==> config.mk <==
export PLATFORM = sky130hd
export DESIGN_NAME = enable_pin_regulator_map
export DESIGN_NICKNAME = d
export VERILOG_FILES = /design/src/rtl/enable_map_pkg.sv /design/src/rtl/pin_enable_combine.sv /design/src/rtl/enable_pin_regulator_map.sv
export SDC_FILE = /design/constraint.sdc
export NUM_CORES = 1
export LEC_CHECK = 0
export ABC_AREA = 0
export ABC_CLOCK_PERIOD_IN_PS = 1600
export BUFFER_PORTS_ARGS = -buffer_cell sky130_fd_sc_hd__buf_2
export CAP_MARGIN = 20
export CORE_MARGIN = 2
export CORE_UTILIZATION = 41
export CTS_CLUSTER_DIAMETER = 60
export DETAILED_ROUTE_END_ITERATION = 8
export PLACE_DENSITY_LB_ADDON = 0.05
export RECOVER_POWER = 50
export SLEW_MARGIN = 5
export SYNTH_ARGS = -nofsm -noshare
export SYNTH_HDL_FRONTEND = slang
export SYNTH_SLANG_ARGS = --single-unit
==> constraint.sdc <==
create_clock -name pclk -period 1.6 [get_ports pclk]
set_input_delay 0 -clock pclk [delete_from_list [all_inputs] [get_ports pclk]]
set_output_delay 0 -clock pclk [all_outputs]
set_load 0.005 [all_outputs]
==> src/rtl/enable_map_pkg.sv <==
// Package with register map, field layout and defaults for the enable pin mapping bank
package enable_map_pkg;

    // ==================================================
    // Register offsets (register index; byte address is four times the index)
    localparam logic [7:0] pin_one_ldo_map_index = 8'h2f;
    localparam logic [7:0] pin_one_converter_map_index = 8'h30;
    localparam logic [7:0] pin_two_ldo_map_index = 8'h31;
    localparam logic [7:0] pin_two_converter_map_index = 8'h32;
    localparam int index_shift = 2;

    // ==================================================
    // Field layout
    localparam int map_width = 8;
    localparam int ldo_count = 10;
    localparam int buck_count = 4;
    localparam int converter_ldo_lsb = 0;
    localparam int converter_ldo_msb = 1;
    localparam int converter_buck_lsb = 2;
    localparam int converter_buck_msb = 5;
    localparam logic [7:0] converter_writable_mask = 8'h3f;

    // ==================================================
    // Default option set, used as power-on values when no programmed copy is given
    localparam logic [7:0] pin_one_ldo_map_reset = 8'h01;
    localparam logic [7:0] pin_one_converter_map_reset = 8'h04;
    localparam logic [7:0] pin_two_ldo_map_reset = 8'h18;
    localparam logic [7:0] pin_two_converter_map_reset = 8'h00;

    // ==================================================
    // Bus answer
    localparam logic [31:0] read_zero = 32'h0000_0000;

    // Register selected by an access
    typedef enum {
        sel_none,
        sel_one_ldo,
        sel_one_converter,
        sel_two_ldo,
        sel_two_converter
    } map_sel_t;

endpackage : enable_map_pkg

==> src/rtl/pin_enable_combine.sv <==
`timescale 1ns/1ps
// Combines mapped enable pin levels with other enable sources per regulator
module pin_enable_combine
    import enable_map_pkg::*;
(
    input wire logic pclk,
    input wire logic presetn,
    input wire logic enable_pin_one,
    input wire logic enable_pin_two,
    input wire logic [7:0] pin_one_ldo_map,
    input wire logic [7:0] pin_one_converter_map,
    input wire logic [7:0] pin_two_ldo_map,
    input wire logic [7:0] pin_two_converter_map,
    input wire logic [ldo_count-1:0] ldo_other_enable,
    input wire logic [buck_count-1:0] buck_other_enable,
    output logic [ldo_count-1:0] ldo_enable,
    output logic [buck_count-1:0] buck_enable
);

    logic [ldo_count-1:0] next_ldo_enable;
    logic [buck_count-1:0] next_buck_enable;

    // Per-regulator OR of pin requests and other sources
    always_comb begin
        next_ldo_enable = ldo_other_enable
            | ({pin_one_converter_map[converter_ldo_msb:converter_ldo_lsb],
                pin_one_ldo_map} & {ldo_count{enable_pin_one}})
            | ({pin_two_converter_map[converter_ldo_msb:converter_ldo_lsb],
                pin_two_ldo_map} & {ldo_count{enable_pin_two}}); // RL8
        next_buck_enable = buck_other_enable
            | (pin_one_converter_map[converter_buck_msb:converter_buck_lsb]
               & {buck_count{enable_pin_one}})
            | (pin_two_converter_map[converter_buck_msb:converter_buck_lsb]
               & {buck_count{enable_pin_two}}); // RL8
    end

    // Registered enables
    always_ff @(posedge pclk or negedge presetn) begin
        if (!presetn) begin
            ldo_enable <= '0;
            buck_enable <= '0;
        end else begin
            ldo_enable <= next_ldo_enable;
            buck_enable <= next_buck_enable;
        end
    end

endmodule : pin_enable_combine

==> src/rtl/enable_pin_regulator_map.sv <==
// Chosen here: register access over APB.
`timescale 1ns/1ps
// APB register bank mapping two enable pins onto regulators
// Summary of operation
// RL1 - Pin one low-dropout map at 2Fh
// RL2 - Pin one converter map at 30h
// RL3 - Pin two low-dropout map at 31h
// RL4 - Pin two converter map at 32h
// RL5 - Converter map bits 7:6 read zero
// RL6 - Power-on reset loads package defaults; first otp_load then captures programmed values
// RL7 - Writable bits read back last write
// RL8 - Mapped pin level ORed into enable
module enable_pin_regulator_map
    import enable_map_pkg::*;
(
    input wire logic pclk,
    input wire logic presetn,
    input wire logic psel,
    input wire logic penable,
    input wire logic pwrite,
    input wire logic [11:0] paddr,
    input wire logic [31:0] pwdata,
    input wire logic [3:0] pstrb,
    output logic pready,
    output logic pslverr,
    output logic [31:0] prdata,
    input wire logic [7:0] otp_pin_one_ldo_map,
    input wire logic [7:0] otp_pin_one_converter_map,
    input wire logic [7:0] otp_pin_two_ldo_map,
    input wire logic [7:0] otp_pin_two_converter_map,
    input wire logic otp_load,
    input wire logic enable_pin_one,
    input wire logic enable_pin_two,
    input wire logic [ldo_count-1:0] ldo_other_enable,
    input wire logic [buck_count-1:0] buck_other_enable,
    output logic [ldo_count-1:0] ldo_enable,
    output logic [buck_count-1:0] buck_enable
);

    // ==================================================
    // Storage
    logic [7:0] pin_one_ldo_map;
    logic [7:0] pin_one_converter_map;
    logic [7:0] pin_two_ldo_map;
    logic [7:0] pin_two_converter_map;
    logic load_pending;
    map_sel_t sel;
    logic access;
    logic wr_lane;

    // Decode a byte address to a register
    function automatic map_sel_t decode(input logic [11:0] addr);
        if (addr[index_shift-1:0] != 2'b00) begin
            return sel_none;
        end
        unique case (addr[11:index_shift])
            {2'b00, pin_one_ldo_map_index}: return sel_one_ldo; // RL1
            {2'b00, pin_one_converter_map_index}: return sel_one_converter; // RL2
            {2'b00, pin_two_ldo_map_index}: return sel_two_ldo; // RL3
            {2'b00, pin_two_converter_map_index}: return sel_two_converter; // RL4
            default: return sel_none;
        endcase
    endfunction : decode

    // ==================================================
    // Bus decode, zero wait states
    assign sel = decode(paddr);
    assign access = psel && penable;
    assign wr_lane = access && pwrite && pstrb[0];
    assign pready = 1'b1;
    assign pslverr = access && (sel == sel_none);

    // Power-on defaults, then one capture of the programmed values after release
    always_ff @(posedge pclk or negedge presetn) begin
        if (!presetn) begin
            load_pending <= 1'b1;
        end else if (otp_load) begin
            load_pending <= 1'b0;
        end
    end

    // Pin one low-dropout map
    always_ff @(posedge pclk or negedge presetn) begin
        if (!presetn) begin
            pin_one_ldo_map <= pin_one_ldo_map_reset;
        end else if (load_pending && otp_load) begin
            pin_one_ldo_map <= otp_pin_one_ldo_map; // RL6
        end else if (wr_lane && sel == sel_one_ldo) begin
            pin_one_ldo_map <= pwdata[7:0]; // RL1 RL7
        end
    end

    // Pin one converter map
    always_ff @(posedge pclk or negedge presetn) begin
        if (!presetn) begin
            pin_one_converter_map <= pin_one_converter_map_reset;
        end else if (load_pending && otp_load) begin
            pin_one_converter_map <= otp_pin_one_converter_map & converter_writable_mask; // RL6
        end else if (wr_lane && sel == sel_one_converter) begin
            pin_one_converter_map <= pwdata[7:0] & converter_writable_mask; // RL2 RL5 RL7
        end
    end

    // Pin two low-dropout map
    always_ff @(posedge pclk or negedge presetn) begin
        if (!presetn) begin
            pin_two_ldo_map <= pin_two_ldo_map_reset;
        end else if (load_pending && otp_load) begin
            pin_two_ldo_map <= otp_pin_two_ldo_map; // RL6
        end else if (wr_lane && sel == sel_two_ldo) begin
            pin_two_ldo_map <= pwdata[7:0]; // RL3 RL7
        end
    end

    // Pin two converter map
    always_ff @(posedge pclk or negedge presetn) begin
        if (!presetn) begin
            pin_two_converter_map <= pin_two_converter_map_reset;
        end else if (load_pending && otp_load) begin
            pin_two_converter_map <= otp_pin_two_converter_map & converter_writable_mask; // RL6
        end else if (wr_lane && sel == sel_two_converter) begin
            pin_two_converter_map <= pwdata[7:0] & converter_writable_mask; // RL4 RL5 RL7
        end
    end

    // Read data register, updated in the setup cycle of a read
    always_ff @(posedge pclk or negedge presetn) begin
        if (!presetn) begin
            prdata <= read_zero;
        end else if (psel && !penable && !pwrite) begin
            unique case (sel)
                sel_one_ldo: prdata <= {24'h00_0000, pin_one_ldo_map}; // RL7
                sel_one_converter: prdata <= {24'h00_0000,
                    pin_one_converter_map & converter_writable_mask}; // RL5
                sel_two_ldo: prdata <= {24'h00_0000, pin_two_ldo_map}; // RL7
                sel_two_converter: prdata <= {24'h00_0000,
                    pin_two_converter_map & converter_writable_mask}; // RL5
                sel_none: prdata <= read_zero;
            endcase
        end
    end

    // ==================================================
    // Regulator enable combination
    pin_enable_combine u_combine (
        .pclk(pclk),
        .presetn(presetn),
        .enable_pin_one(enable_pin_one),
        .enable_pin_two(enable_pin_two),
        .pin_one_ldo_map(pin_one_ldo_map),
        .pin_one_converter_map(pin_one_converter_map),
        .pin_two_ldo_map(pin_two_ldo_map),
        .pin_two_converter_map(pin_two_converter_map),
        .ldo_other_enable(ldo_other_enable),
        .buck_other_enable(buck_other_enable),
        .ldo_enable(ldo_enable),
        .buck_enable(buck_enable)
    ); // RL8

endmodule : enable_pin_regulator_map

# --- Yosys cells after proc, flatten, opt, wreduce, memory -nomap -nowiden ---
# Cells that the tools add are included.
word_totals:
  inputBits: 102
  rom_bits: 0
  ff_bits: 75
  ram_bits: 0
  output_inout_bits: 48
  wordCells: 60
  mem_count: 0
  latch_bits: 0
op_classes:
  n_mux: 12
  n_addsub: 0
  reduce_logical: 20
  mul: 0
  n_eq_ne: 12
  magnitude_cmp: 0
  n_div: 0
  bitwise: 8
  shifts: 0
op_table:
  columns: ["op", "n"]
  rows:
  - ["32-bit case mux with 5 select lines", 1]
  - ["32-bit by 2-bit equality test with 1-bit output, second input constant", 3]
  - ["32-bit by 3-bit equality test with 1-bit output, second input constant", 3]
  - ["32-bit logical NOT", 2]
  - ["10-bit by 6-bit equality test with 1-bit output, second input constant", 4]
  - ["32-bit by 1-bit equality test with 1-bit output, second input constant", 1]
  - ["32-bit by 4-bit equality test with 1-bit output, second input constant", 1]
  - ["32-bit two-way mux", 1]
  - ["8-bit two-way mux", 4]
  - ["6-bit two-way mux", 4]
  - ["10-bit AND", 2]
  - ["10-bit OR", 2]
  - ["3-bit case mux with 4 select lines", 1]
  - ["1-bit logical AND", 11]
  - ["2-bit nonzero test", 5]
  - ["4-bit AND", 2]
  - ["4-bit OR", 2]
  - ["1-bit logical NOT", 2]
  - ["1-bit two-way mux", 1]

# --- Longest topological paths before layout ---
# Gate-level depths: netlist of the first run.
depth:
  word_depth: 7
  mapped_depth: 6
  depth_no_buf: 4

# --- By module ---
# From an unflattened synthesis of the first run, not the netlist that was laid out.
hier_totals:
  cells_unflattened: 270
  hier_area_um2: 2778.9
modules_own_cells:
  columns: ["module", "cells_per_inst", "n_inst", "area_per_inst_um2"]
  rows:
  - ["enable_pin_regulator_map", 240, 1, 2262.2]
  - ["pin_enable_combine", 30, 1, 516.7]

# --- Least setup slack after synthesis of the first run ---
# OpenSTA, ideal clock, no wires.
synth_path:
  path_type: "register -> register"
  startpoint: "reg load_pending"
  endpoint: "reg pin_one_ldo_map[5]"
  synth_period_minus_slack_ps: 1638
  path_buffers: 3
  setup_ps: 136
  path_slack_ps: -38
  path_stages_with_launch: 6
  t_arrival_ps: 1502
  cell_sequence: "dfstp_2 > and2_1 > clkbuf_1 > clkbuf_1 > clkbuf_1 > o21ai_0"
synth_via:
  elab_chain_len: 2
  elab_cells_between_ends: 3
synth_lines:
  columns: ["element", "line", "source"]
  rows:
  - ["start, declared", "enable_pin_regulator_map.sv:46", "logic load_pending;"]
  - ["start signal, assigned", "enable_pin_regulator_map.sv:76", "load_pending <= 1'b1;"]
  - ["start signal, assigned", "enable_pin_regulator_map.sv:78", "load_pending <= 1'b0;"]
  - ["1-bit logical AND (*)", "enable_pin_regulator_map.sv:86", "end else if (load_pending && otp_load) begin"]
  - ["8-bit two-way mux or 2-bit nonzero test (tied branches)", null, null]
  - ["end signal, assigned", "enable_pin_regulator_map.sv:85", "pin_one_ldo_map <= pin_one_ldo_map_reset;"]
  - ["end signal, assigned", "enable_pin_regulator_map.sv:87", "pin_one_ldo_map <= otp_pin_one_ldo_map;"]
  - ["end signal, assigned", "enable_pin_regulator_map.sv:89", "pin_one_ldo_map <= pwdata[7:0];"]
  - ["end, declared", "enable_pin_regulator_map.sv:42", "logic [7:0] pin_one_ldo_map;"]
# Every way passes the cells marked *; elsewhere a longest branch is shown, timed or not.
# A chain may end at the register's enable or synchronous reset.

# --- Worst setup path in the final report of the first run ---
layout_path:
  startpoint: "reg load_pending"
  endpoint: "reg pin_one_converter_map[1]"
layout_via:
  elab_chain_len: 2
  elab_cells_between_ends: 3
layout_lines:
  columns: ["element", "line", "source"]
  rows:
  - ["1-bit logical AND (*)", "enable_pin_regulator_map.sv:97", "end else if (load_pending && otp_load) begin"]
  - ["6-bit two-way mux or 2-bit nonzero test (tied branches)", null, null]
  - ["end signal, assigned", "enable_pin_regulator_map.sv:96", "pin_one_converter_map <= pin_one_converter_map_reset;"]
  - ["end signal, assigned", "enable_pin_regulator_map.sv:98", "pin_one_converter_map <= otp_pin_one_converter_map & converter_writable_mask;"]
  - ["end signal, assigned", "enable_pin_regulator_map.sv:100", "pin_one_converter_map <= pwdata[7:0] & converter_writable_mask;"]
  - ["end, declared", "enable_pin_regulator_map.sv:43", "logic [7:0] pin_one_converter_map;"]
# Marked as above.

==> metrics, run 1 <==
status finished clean; most frequent cells in the layout 87 x buf_2, 62 x nand2_1, 46 x dfrtp_1; Min-Delay Path Class input pin to flip-flop; GRT Resource Usage Total 21.3%; DR pass1 iterations 4; TNS Setup 0 ps; antenna violations before repair 0; largest stage delay on the critical path around 550 ps; antenna viol nets, final 0; slew margin rel. roughly a fifth; final RePlAce weighted congestion about 0.86; CTS Buffer Depth 2; Nets around 500; dpl ws between 20 and 25 ps; Max-Cap Viols 0; grt peak-use layer met2; final hold vios 0; Worst Tran Pin Value roughly 1200 ps; vias per cell a little over 5; r2r setup slk ~150 ps; Cells after Synth between 200 and 300; Lkg Pwr 1.94 nW; cells taking the most area after synthesis dfrtp_1 42%, nand2_1 8.6%, buf_4 6.8%; global-route met3 utilization 1.92%; clock root cell clkbuf_8; FF-to-FF End pin_one_converter_map[1]; post-synth cell types 38; total die area around 0.0074 mm²; cell mode on critical path nand2_1; commonest non-fill, non-tap cell in the layout buf_2; max-slew violation count 0; R2R depth 5; met2 usage 35.7%; core area between 0.006 and 0.007 mm²; io pins 150; Startpoint Class flip-flop; PD cells between 600 and 700 mW/mm²; final worst-path cycle share between 90% and 100%; crit-path cells nand2_2 > buf_4 > nand2_1 > nand2_1 > mux2_2; grt ovf 0; # port buffers 93; syn_area_per_cell 10.3 µm²; # setup viols final 0; Post-route DRC 0; vias in the first global route 2377; Iter 0 DRT Violations roughly 120; count of inserted antenna diode cells 0; WHS Endpoint pin_one_ldo_map[6]; crit path max fanout 6; Worst-Skew Late Latency approximately 300 ps; worst hold stages 3; CTS clk-pin slew, worst paths ~90 ps; WS Path Type flip-flop to flip-flop; fin area roughly 0.0037 mm²; number of synthesized register bits 51; routed len/inst about 16 µm; H-tree levels 2; worst endpoint required time roughly 1800 ps; sequential area share after synthesis 46.4%; layout cell share with drive strength beyond 1 37.3%; P&R area growth vs syn 34.6%; arrival time at the worst endpoint 1640 ps; first-pass GRT wire length ~12000 µm; number of buffers created by CTS 5; Clock Sinks 51; die width roughly 86 µm; RSZ-0062 raised after global routing false; Warnings, synthesis 0; pin count of the biggest net entering global routing 37; Netlist Area Pre-Place 0.00277 mm²; M1 GR Usage approximately 30%; Hold Startpoint pwdata[6]; critical path's slowest cell dfstp_2; peak supply drop between 300 and 400 µV; Final Worst Setup Slack 151 ps; die span in y about 86 µm; reg2reg start load_pending; Hold WS 5.73 ps; fmax 690 MHz; Cell Area, Placed around 0.0034 mm²; Synth area leader dfrtp_1; total wire length 7560 µm; top-area cell type share of the netlist area 41.6%; Post-CTS Setup Inserts 0; Clock Skew approximately 4.7 ps; endpoint class of the critical path flip-flop; CTS tree yes; standard-cell rows 29; via count roughly 2400; Starting Density 43.1%; Crit. Startpoint load_pending; DP Wirelength roughly 5600 µm; Tmin final roughly 1400 ps
==> repair_timing <==
action | 4_1_cts | 5_1_grt
endpoints found under the setup margin | 0 | 14
hold endpoints to repair | 42 | 0
hold buffers | 26 | 0
gates resized for setup | 0 | 1
==> kinds of logic after synthesis <==
group	Yosys count	share of synthesized area [%]
AOI/OAI and AO/OA	52	14.1
buffers and inverters	38	8.82
DFF	51	46.4
muxes	30	12.9
other	2	0.272
and+or+nand+nor	96	17.6
==> sequential cells by signal, indices dropped and copies added (netlist names) <==
register / cells
pin_one_ldo_map: 8
u_combine.ldo_enable: 10
prdata: 8
pin_two_converter_map: 6
pin_one_converter_map: 6
u_combine.buck_enable: 4
load_pending: 1
pin_two_ldo_map: 8
==> stage by stage <==
stage | util [%] | total power, mW | instances
final | 57.9 | 2.38 | 477
after global placement | 52.6 | 1.61 | 444
after detailed placement | 52.6 | 1.61 | 444
after CTS | 58.0 | 2.40 | 477
after floorplan | - | 1.47 | 292
after global routing | 57.9 | 2.49 | 477
==> Yosys cell counts (all sizes together) <==
cell    instances
a21oi           1
a221o          14
a22oi           6
and2            1
and3            1
and4            3
and4b           1
buf            27
clkbuf         10
conb            2
dfrtp          46
dfstp           5
inv             1
mux2           20
mux2i          10
nand2          63
nand3           2
nand4           3
nand4b          1
nor2           13
nor2b           1
nor3            1
nor3b           1
nor4b           4
o211ai          7
o21ai          16
o22ai           6
o31a            1
o31ai           1
or4b            1
==> worst max-delay path: cells and delay by family, from the launching register on <==
kind	cells	cell delay (ps)
DFF	1	550
and+or+nand+nor	3	340
muxes	1	260
buffers and inverters	1	190
==> where the power goes <==
part           leakage [nW]  internal (mW)  switching, mW
clock                0.0470          0.340          0.405
sequential            0.662           1.31        0.00488
combinational          1.23          0.165          0.161
==> final cells by class <==
type	count	area, µm²
clock buffers	6	82.6
clock inverters	1	5.00
fillers	617	2700
inverters	1	3.75
multi-input cells	203	1330
flip-flops and latches	51	1280
well taps	77	96.3
repair buffers	138	923
==> routing by layer <==
| metal | wire [µm] | share of wire [%] |
|---|---|---|
| met1 | 3490 | 46 |
| met2 | 3640 | 48 |
| met3 | 345 | 4.6 |
| met4 | 87 | 1.2 |
| met5 | 0 | 0 |
==> worst max-delay path by stage <==
stage                               end  depth (start not counted)
2_1_floorplan        pin_one_ldo_map[5]                          5
3_3_place_gp         pin_two_ldo_map[7]                          7
3_5_place_dp                  prdata[5]                          6
4_1_cts        pin_one_converter_map[1]                          5
5_1_grt        pin_two_converter_map[5]                          5
6_report       pin_one_converter_map[1]                          5
Note: power is estimated with default switching activity, not from simulation.
==> run 2, diff against run 1 <==
CORE_MARGIN = 10   (was 2)
SLEW_MARGIN = 20   (was 5)
==> metrics, run 2 (synthesized netlist as in run 1, its figures left out) <==
CTS Buffer Depth 2; total wire length approximately 9000 µm; Tmin final 1460 ps; crit-path cells nand2_2 > o31ai_4 > buf_4 > mux2_2; worst hold stages 3; largest stage delay on the critical path around 550 ps; FF-to-FF End pin_one_converter_map[1]; arrival time at the worst endpoint between 1500 and 2000 ps; internal power 1.86 mW; endpoint class of the critical path flip-flop; Cell Count, Final, Fillers Out 477; Inst Count DP 444; fmax approximately 690 MHz; worst setup path end pin_one_converter_map[1]; crit path max fanout 8; DP Wirelength roughly 6500 µm; status finished clean; switching pwr 0.585 mW; sw frac a little under a quarter; vias per cell 5.21; Multi-input gate area 0.00133 mm²; DR pass1 iterations 4; die width 102 µm; slew margin rel. ~22%; core area roughly 0.0065 mm²; Nets about 500; CP Depth 4; Reg with most FFs u_combine.ldo_enable; final worst-path cycle share between 90% and 100%; Min-Delay Path Class input pin to flip-flop; Filler cells approximately 590; antenna viol nets, final 0; vias in the first global route between 2000 and 3000; Clock Sinks a little over 50; H-tree levels 2; CTS clk-pin slew, worst paths around 90 ps; commonest non-fill, non-tap cell in the layout buf_2; most frequent cells in the layout 89 x buf_2, 62 x nand2_1, 46 x dfrtp_1; Largest register FFs 10; CTS tree yes; standard-cell rows 29; antenna violations before repair 0; GRT Resource Usage Total 16.7%; sequential cell area about 0.0013 mm²; sequential power share a little over half; Comb power frac between 10% and 20%; clock power share between 30% and 40%; WS Path Type flip-flop to flip-flop; max-slew violation count 0; Crit. Startpoint load_pending; grt ovf 0; r2r setup slk 140 ps; R2R depth 4; Worst Tran Pin Value 1160 ps; # setup viols final 0; peak supply drop around 270 µV; Post-CTS Setup Inserts 0; critical path's slowest cell dfstp_1; final hold vios 0; first-pass GRT wire length approximately 14000 µm; RSZ-0062 raised after global routing false; Starting Density 42.8%; layout cell share with drive strength beyond 1 between 30% and 40%; number of buffers created by CTS 5; Max-Cap Viols 0; io pins 150; TNS Setup 0 ps; reg2reg start load_pending; final RePlAce weighted congestion between 0.8 and 0.9; PD cells between 600 and 700 mW/mm²; Startpoint Class flip-flop; clock root cell clkbuf_8; Iter 0 DRT Violations 97; routed len/inst 18.3 µm; Lkg Pwr about 1.9 nW; worst endpoint required time around 1800 ps; via count around 2500; Clock Skew about 4.1 ps; # port buffers between 90 and 100; die span in y a little over 100 µm; Post-route DRC 0; count of inserted antenna diode cells 0; buffers and inverters on the worst path 1; total die area 0.0104 mm²; CP delay by family, top flip-flops; P&R area growth vs syn 32.8%; Worst-Skew Late Latency ~300 ps; pin count of the biggest net entering global routing 52
==> run 2: changes by cell type in the layout (fill, tap and decap cells not counted) <==
cell / before / now
dfstp_1: 0 / 1
clkinv_2: 1 / 0
buf_4: 14 / 17
buf_2: 87 / 89
dlygate4sd3_1: 26 / 25
buf_12: 5 / 1
dfstp_2: 5 / 4
clkbuf_8: 6 / 7
==> run 2: how the worst min path moves through the flow <==
stage,from,end,slack [ps]
floorplan,presetn,pin_one_converter_map[0],-300
global placement,presetn,pin_one_ldo_map[3],20
detailed placement,presetn,pin_one_ldo_map[7],20
CTS,pwdata[2],pin_one_ldo_map[2],7
global route,otp_pin_two_ldo_map[7],pin_two_ldo_map[7],40
finish,pwdata[2],pin_one_ldo_map[2],10
==> run 2: worst register-to-register path, delay by kind of cell (launching register included) <==
| kind | cells | cell delay [ps] |
|---|---|---|
| AOI/OAI and AO/OA | 1 | 120 |
| buffers and inverters | 1 | 190 |
| DFF | 1 | 550 |
| muxes | 1 | 340 |
| and+or+nand+nor | 1 | 150 |
==> run 2: area by class of cell <==
class                           instances  share of cell area, %
Multi-Input combinational cell        203                   36.1
Clock buffer                            8                   2.73
Timing Repair Buffer                  137                   23.5
Tap cell                               77                   2.62
Inverter                                1                  0.102
Sequential cell                        51                   34.9
==> run 2: power groups by stage <==
stage | combinational (mW) | clock [mW] | sequential (mW)
3_5_place_dp | 0.276 | 0 | 1.34
3_3_place_gp | 0.275 | 0 | 1.34
5_1_grt | 0.351 | 0.882 | 1.31
2_1_floorplan | 0.130 | 0 | 1.34
6_report | 0.318 | 0.812 | 1.31
4_1_cts | 0.324 | 0.837 | 1.31
==> run 2: metrics by stage <==
stage | power [mW] | setup WS (ps) | util (%) | area, µm² | hold slack, ps
6_report | 2.44 | 143 | 56.9 | 3670 | 11.2
5_1_grt | 2.55 | 35.8 | 56.9 | 3670 | 35.7
4_1_cts | 2.47 | 12.1 | 57.1 | 3690 | 7.50
3_5_place_dp | 1.61 | 17.0 | 51.7 | 3340 | 20.2
3_3_place_gp | 1.61 | 5.64 | 51.7 | 3340 | 17.3
2_1_floorplan | 1.47 | 52.0 | - | 2850 | -296
==> run 2: what timing repair did <==
item | in CTS | in global routing
hold buffers | 25 | 0
gates resized for setup | 0 | 1
setup endpoints to repair | 0 | 20
hold endpoints to repair | 74 | 0
==> run 2: per-layer routing <==
layer / share of wire (%) / routed length, µm / GRT usage [%]
met5: 0 / 0 / 0
met4: 1.7 / 148 / 5.31
met3: 7.5 / 654 / 4.32
met2: 50 / 4330 / 29.1
met1: 41 / 3610 / 19.5
==> run 3, diff against run 2 <==
BUFFER_PORTS_ARGS = -buffer_cell sky130_fd_sc_hd__buf_4   (was -buffer_cell sky130_fd_sc_hd__buf_2)
==> metrics, run 3 (synthesized netlist as in run 1, its figures left out) <==
r2r setup slk about 140 ps; standard-cell rows 29; CTS Buffer Depth 2; clock root cell clkbuf_8; crit path max fanout 8; status finished clean; sequential cell area about 0.0013 mm²; Worst Tran Pin Value 1270 ps; number of buffers created by CTS 5; Starting Density ~43%; arrival time at the worst endpoint roughly 1700 ps; Clock Skew between 9 and 10 ps; via count 2460; met1 WL approximately 3500 µm; Inst Count DP around 440; H-tree levels 2; CTS tree yes; CTS clk-pin slew, worst paths around 100 ps; pin count of the biggest net entering global routing 52; Iter 0 DRT Violations about 110; fin area approximately 0.0040 mm²; Cell Count, Final, Fillers Out about 480; Lkg Pwr between 2 and 2.5 nW; WS Path Type flip-flop to flip-flop; most frequent cells in the layout 98 x buf_4, 62 x nand2_1, 46 x dfrtp_1; vias per cell roughly 5.1; endpoint class of the critical path flip-flop; # port buffers just over 90; Multi-input gate area ~0.0013 mm²; antenna viol nets, final 0; GRT Resource Usage Total between 10% and 20%; worst hold stages 3; Reg with most FFs u_combine.ldo_enable; DR top layer met4; met2 WL about 4600 µm; R2R depth 4; WHS Endpoint pin_one_ldo_map[6]; Hold Startpoint pwdata[6]; # setup viols final 0; Post-route DRC 0; count of inserted antenna diode cells 0; peak supply drop 437 µV; Worst-Skew Late Latency around 310 ps; Clock Sinks 51; Tmin final 1460 ps; worst endpoint required time around 1800 ps; DR pass1 iterations 4; P&R area growth vs syn 43.5%; FF-to-FF End pin_two_ldo_map[5]; PD cells around 700 mW/mm²; DP Wirelength about 6600 µm; Min-Delay Path Class input pin to flip-flop; Filler cells roughly 570; Max-Cap Viols 0; total die area ~0.010 mm²; commonest non-fill, non-tap cell in the layout buf_4; grt ovf 0; fmax approximately 700 MHz; Startpoint Class flip-flop; Largest register FFs 10; antenna violations before repair 0; die span in y roughly 100 µm; Cell Area, Placed approximately 0.0035 mm²; Nets a little over 500; wire length on met3 764 µm; total wire length 8980 µm; io pins 150; core area roughly 0.0065 mm²; final RePlAce weighted congestion between 0.8 and 0.9; RSZ-0062 raised after global routing false; layout cell share with drive strength beyond 1 between 30% and 40%; first-pass GRT wire length around 14000 µm; vias in the first global route 2705; max-slew violation count 0; routed len/inst 18.8 µm; die width ~100 µm; final hold vios 0; slew margin rel. between 15 and 20%; reg2reg start load_pending; Total Power between 2 and 3 mW; final worst-path cycle share about nine tenths
## run 3: per-stage QoR
| step | util (%) | setup WS (ps) | TNS (ps) | hold WS, ps |
|---|---|---|---|---|
| global placement | 54.8 | -12.2 | -33.5 | 83.7 |
| detailed placement | 54.8 | 4.53 | 0 | 78.2 |
| CTS | 61.4 | 135 | 0 | 1.03 |
| global route | 61.4 | 48.2 | 0 | 12.2 |
| finish | 61.4 | 140 | 0 | 2.02 |
| floorplan | - | 52.0 | 0 | -296 |
## run 3: critical path: stages (launching register included)
cell	delay [ps]
dfstp_2	550
nand2_2	150
o31a_1	170
buf_4	180
mux2_4	290
## run 3: worst max path at each step
stage,cells after the start,end,slack (ps),start
floorplan,5,pin_one_ldo_map[5],50,load_pending
global placement,7,pin_one_converter_map[0],-10,paddr[5]
detailed placement,7,pin_one_converter_map[5],5,paddr[5]
CTS,4,pin_two_ldo_map[5],140,load_pending
global route,5,pin_two_converter_map[2],50,load_pending
finish,4,pin_two_ldo_map[5],140,load_pending
## run 3: area by class of cell
| cell class | instances | share of cell area, % |
|---|---|---|
| multi-input cells | 203 | 33.5 |
| flip-flops and latches | 51 | 32.3 |
| repair buffers | 139 | 28.4 |
| well taps | 77 | 2.43 |
| clock buffers | 6 | 1.83 |
| clock inverters | 2 | 1.51 |
| inverters | 1 | 0.0946 |
## run 3: routing by layer
metal  GRT usage (%)  vias to the layer above
met2            29.7                       95
met4            4.77                        0
met1            19.5                     1180
met5               0                        -
met3            5.06                        7
li1                -                     1178
## run 3: power breakdown
group          switching (mW)  internal, mW  total [mW]
clock                   0.454         0.626        1.08
combinational           0.166         0.217       0.383
sequential            0.00558          1.31        1.31
total                   0.626          2.15        2.78
## run 3: repair_timing
item,CTS,global route
setup buffers,0,0
gates resized for setup,1,0
hold buffers,29,1
endpoints found under the setup margin,2,0
hold endpoints to repair,69,1
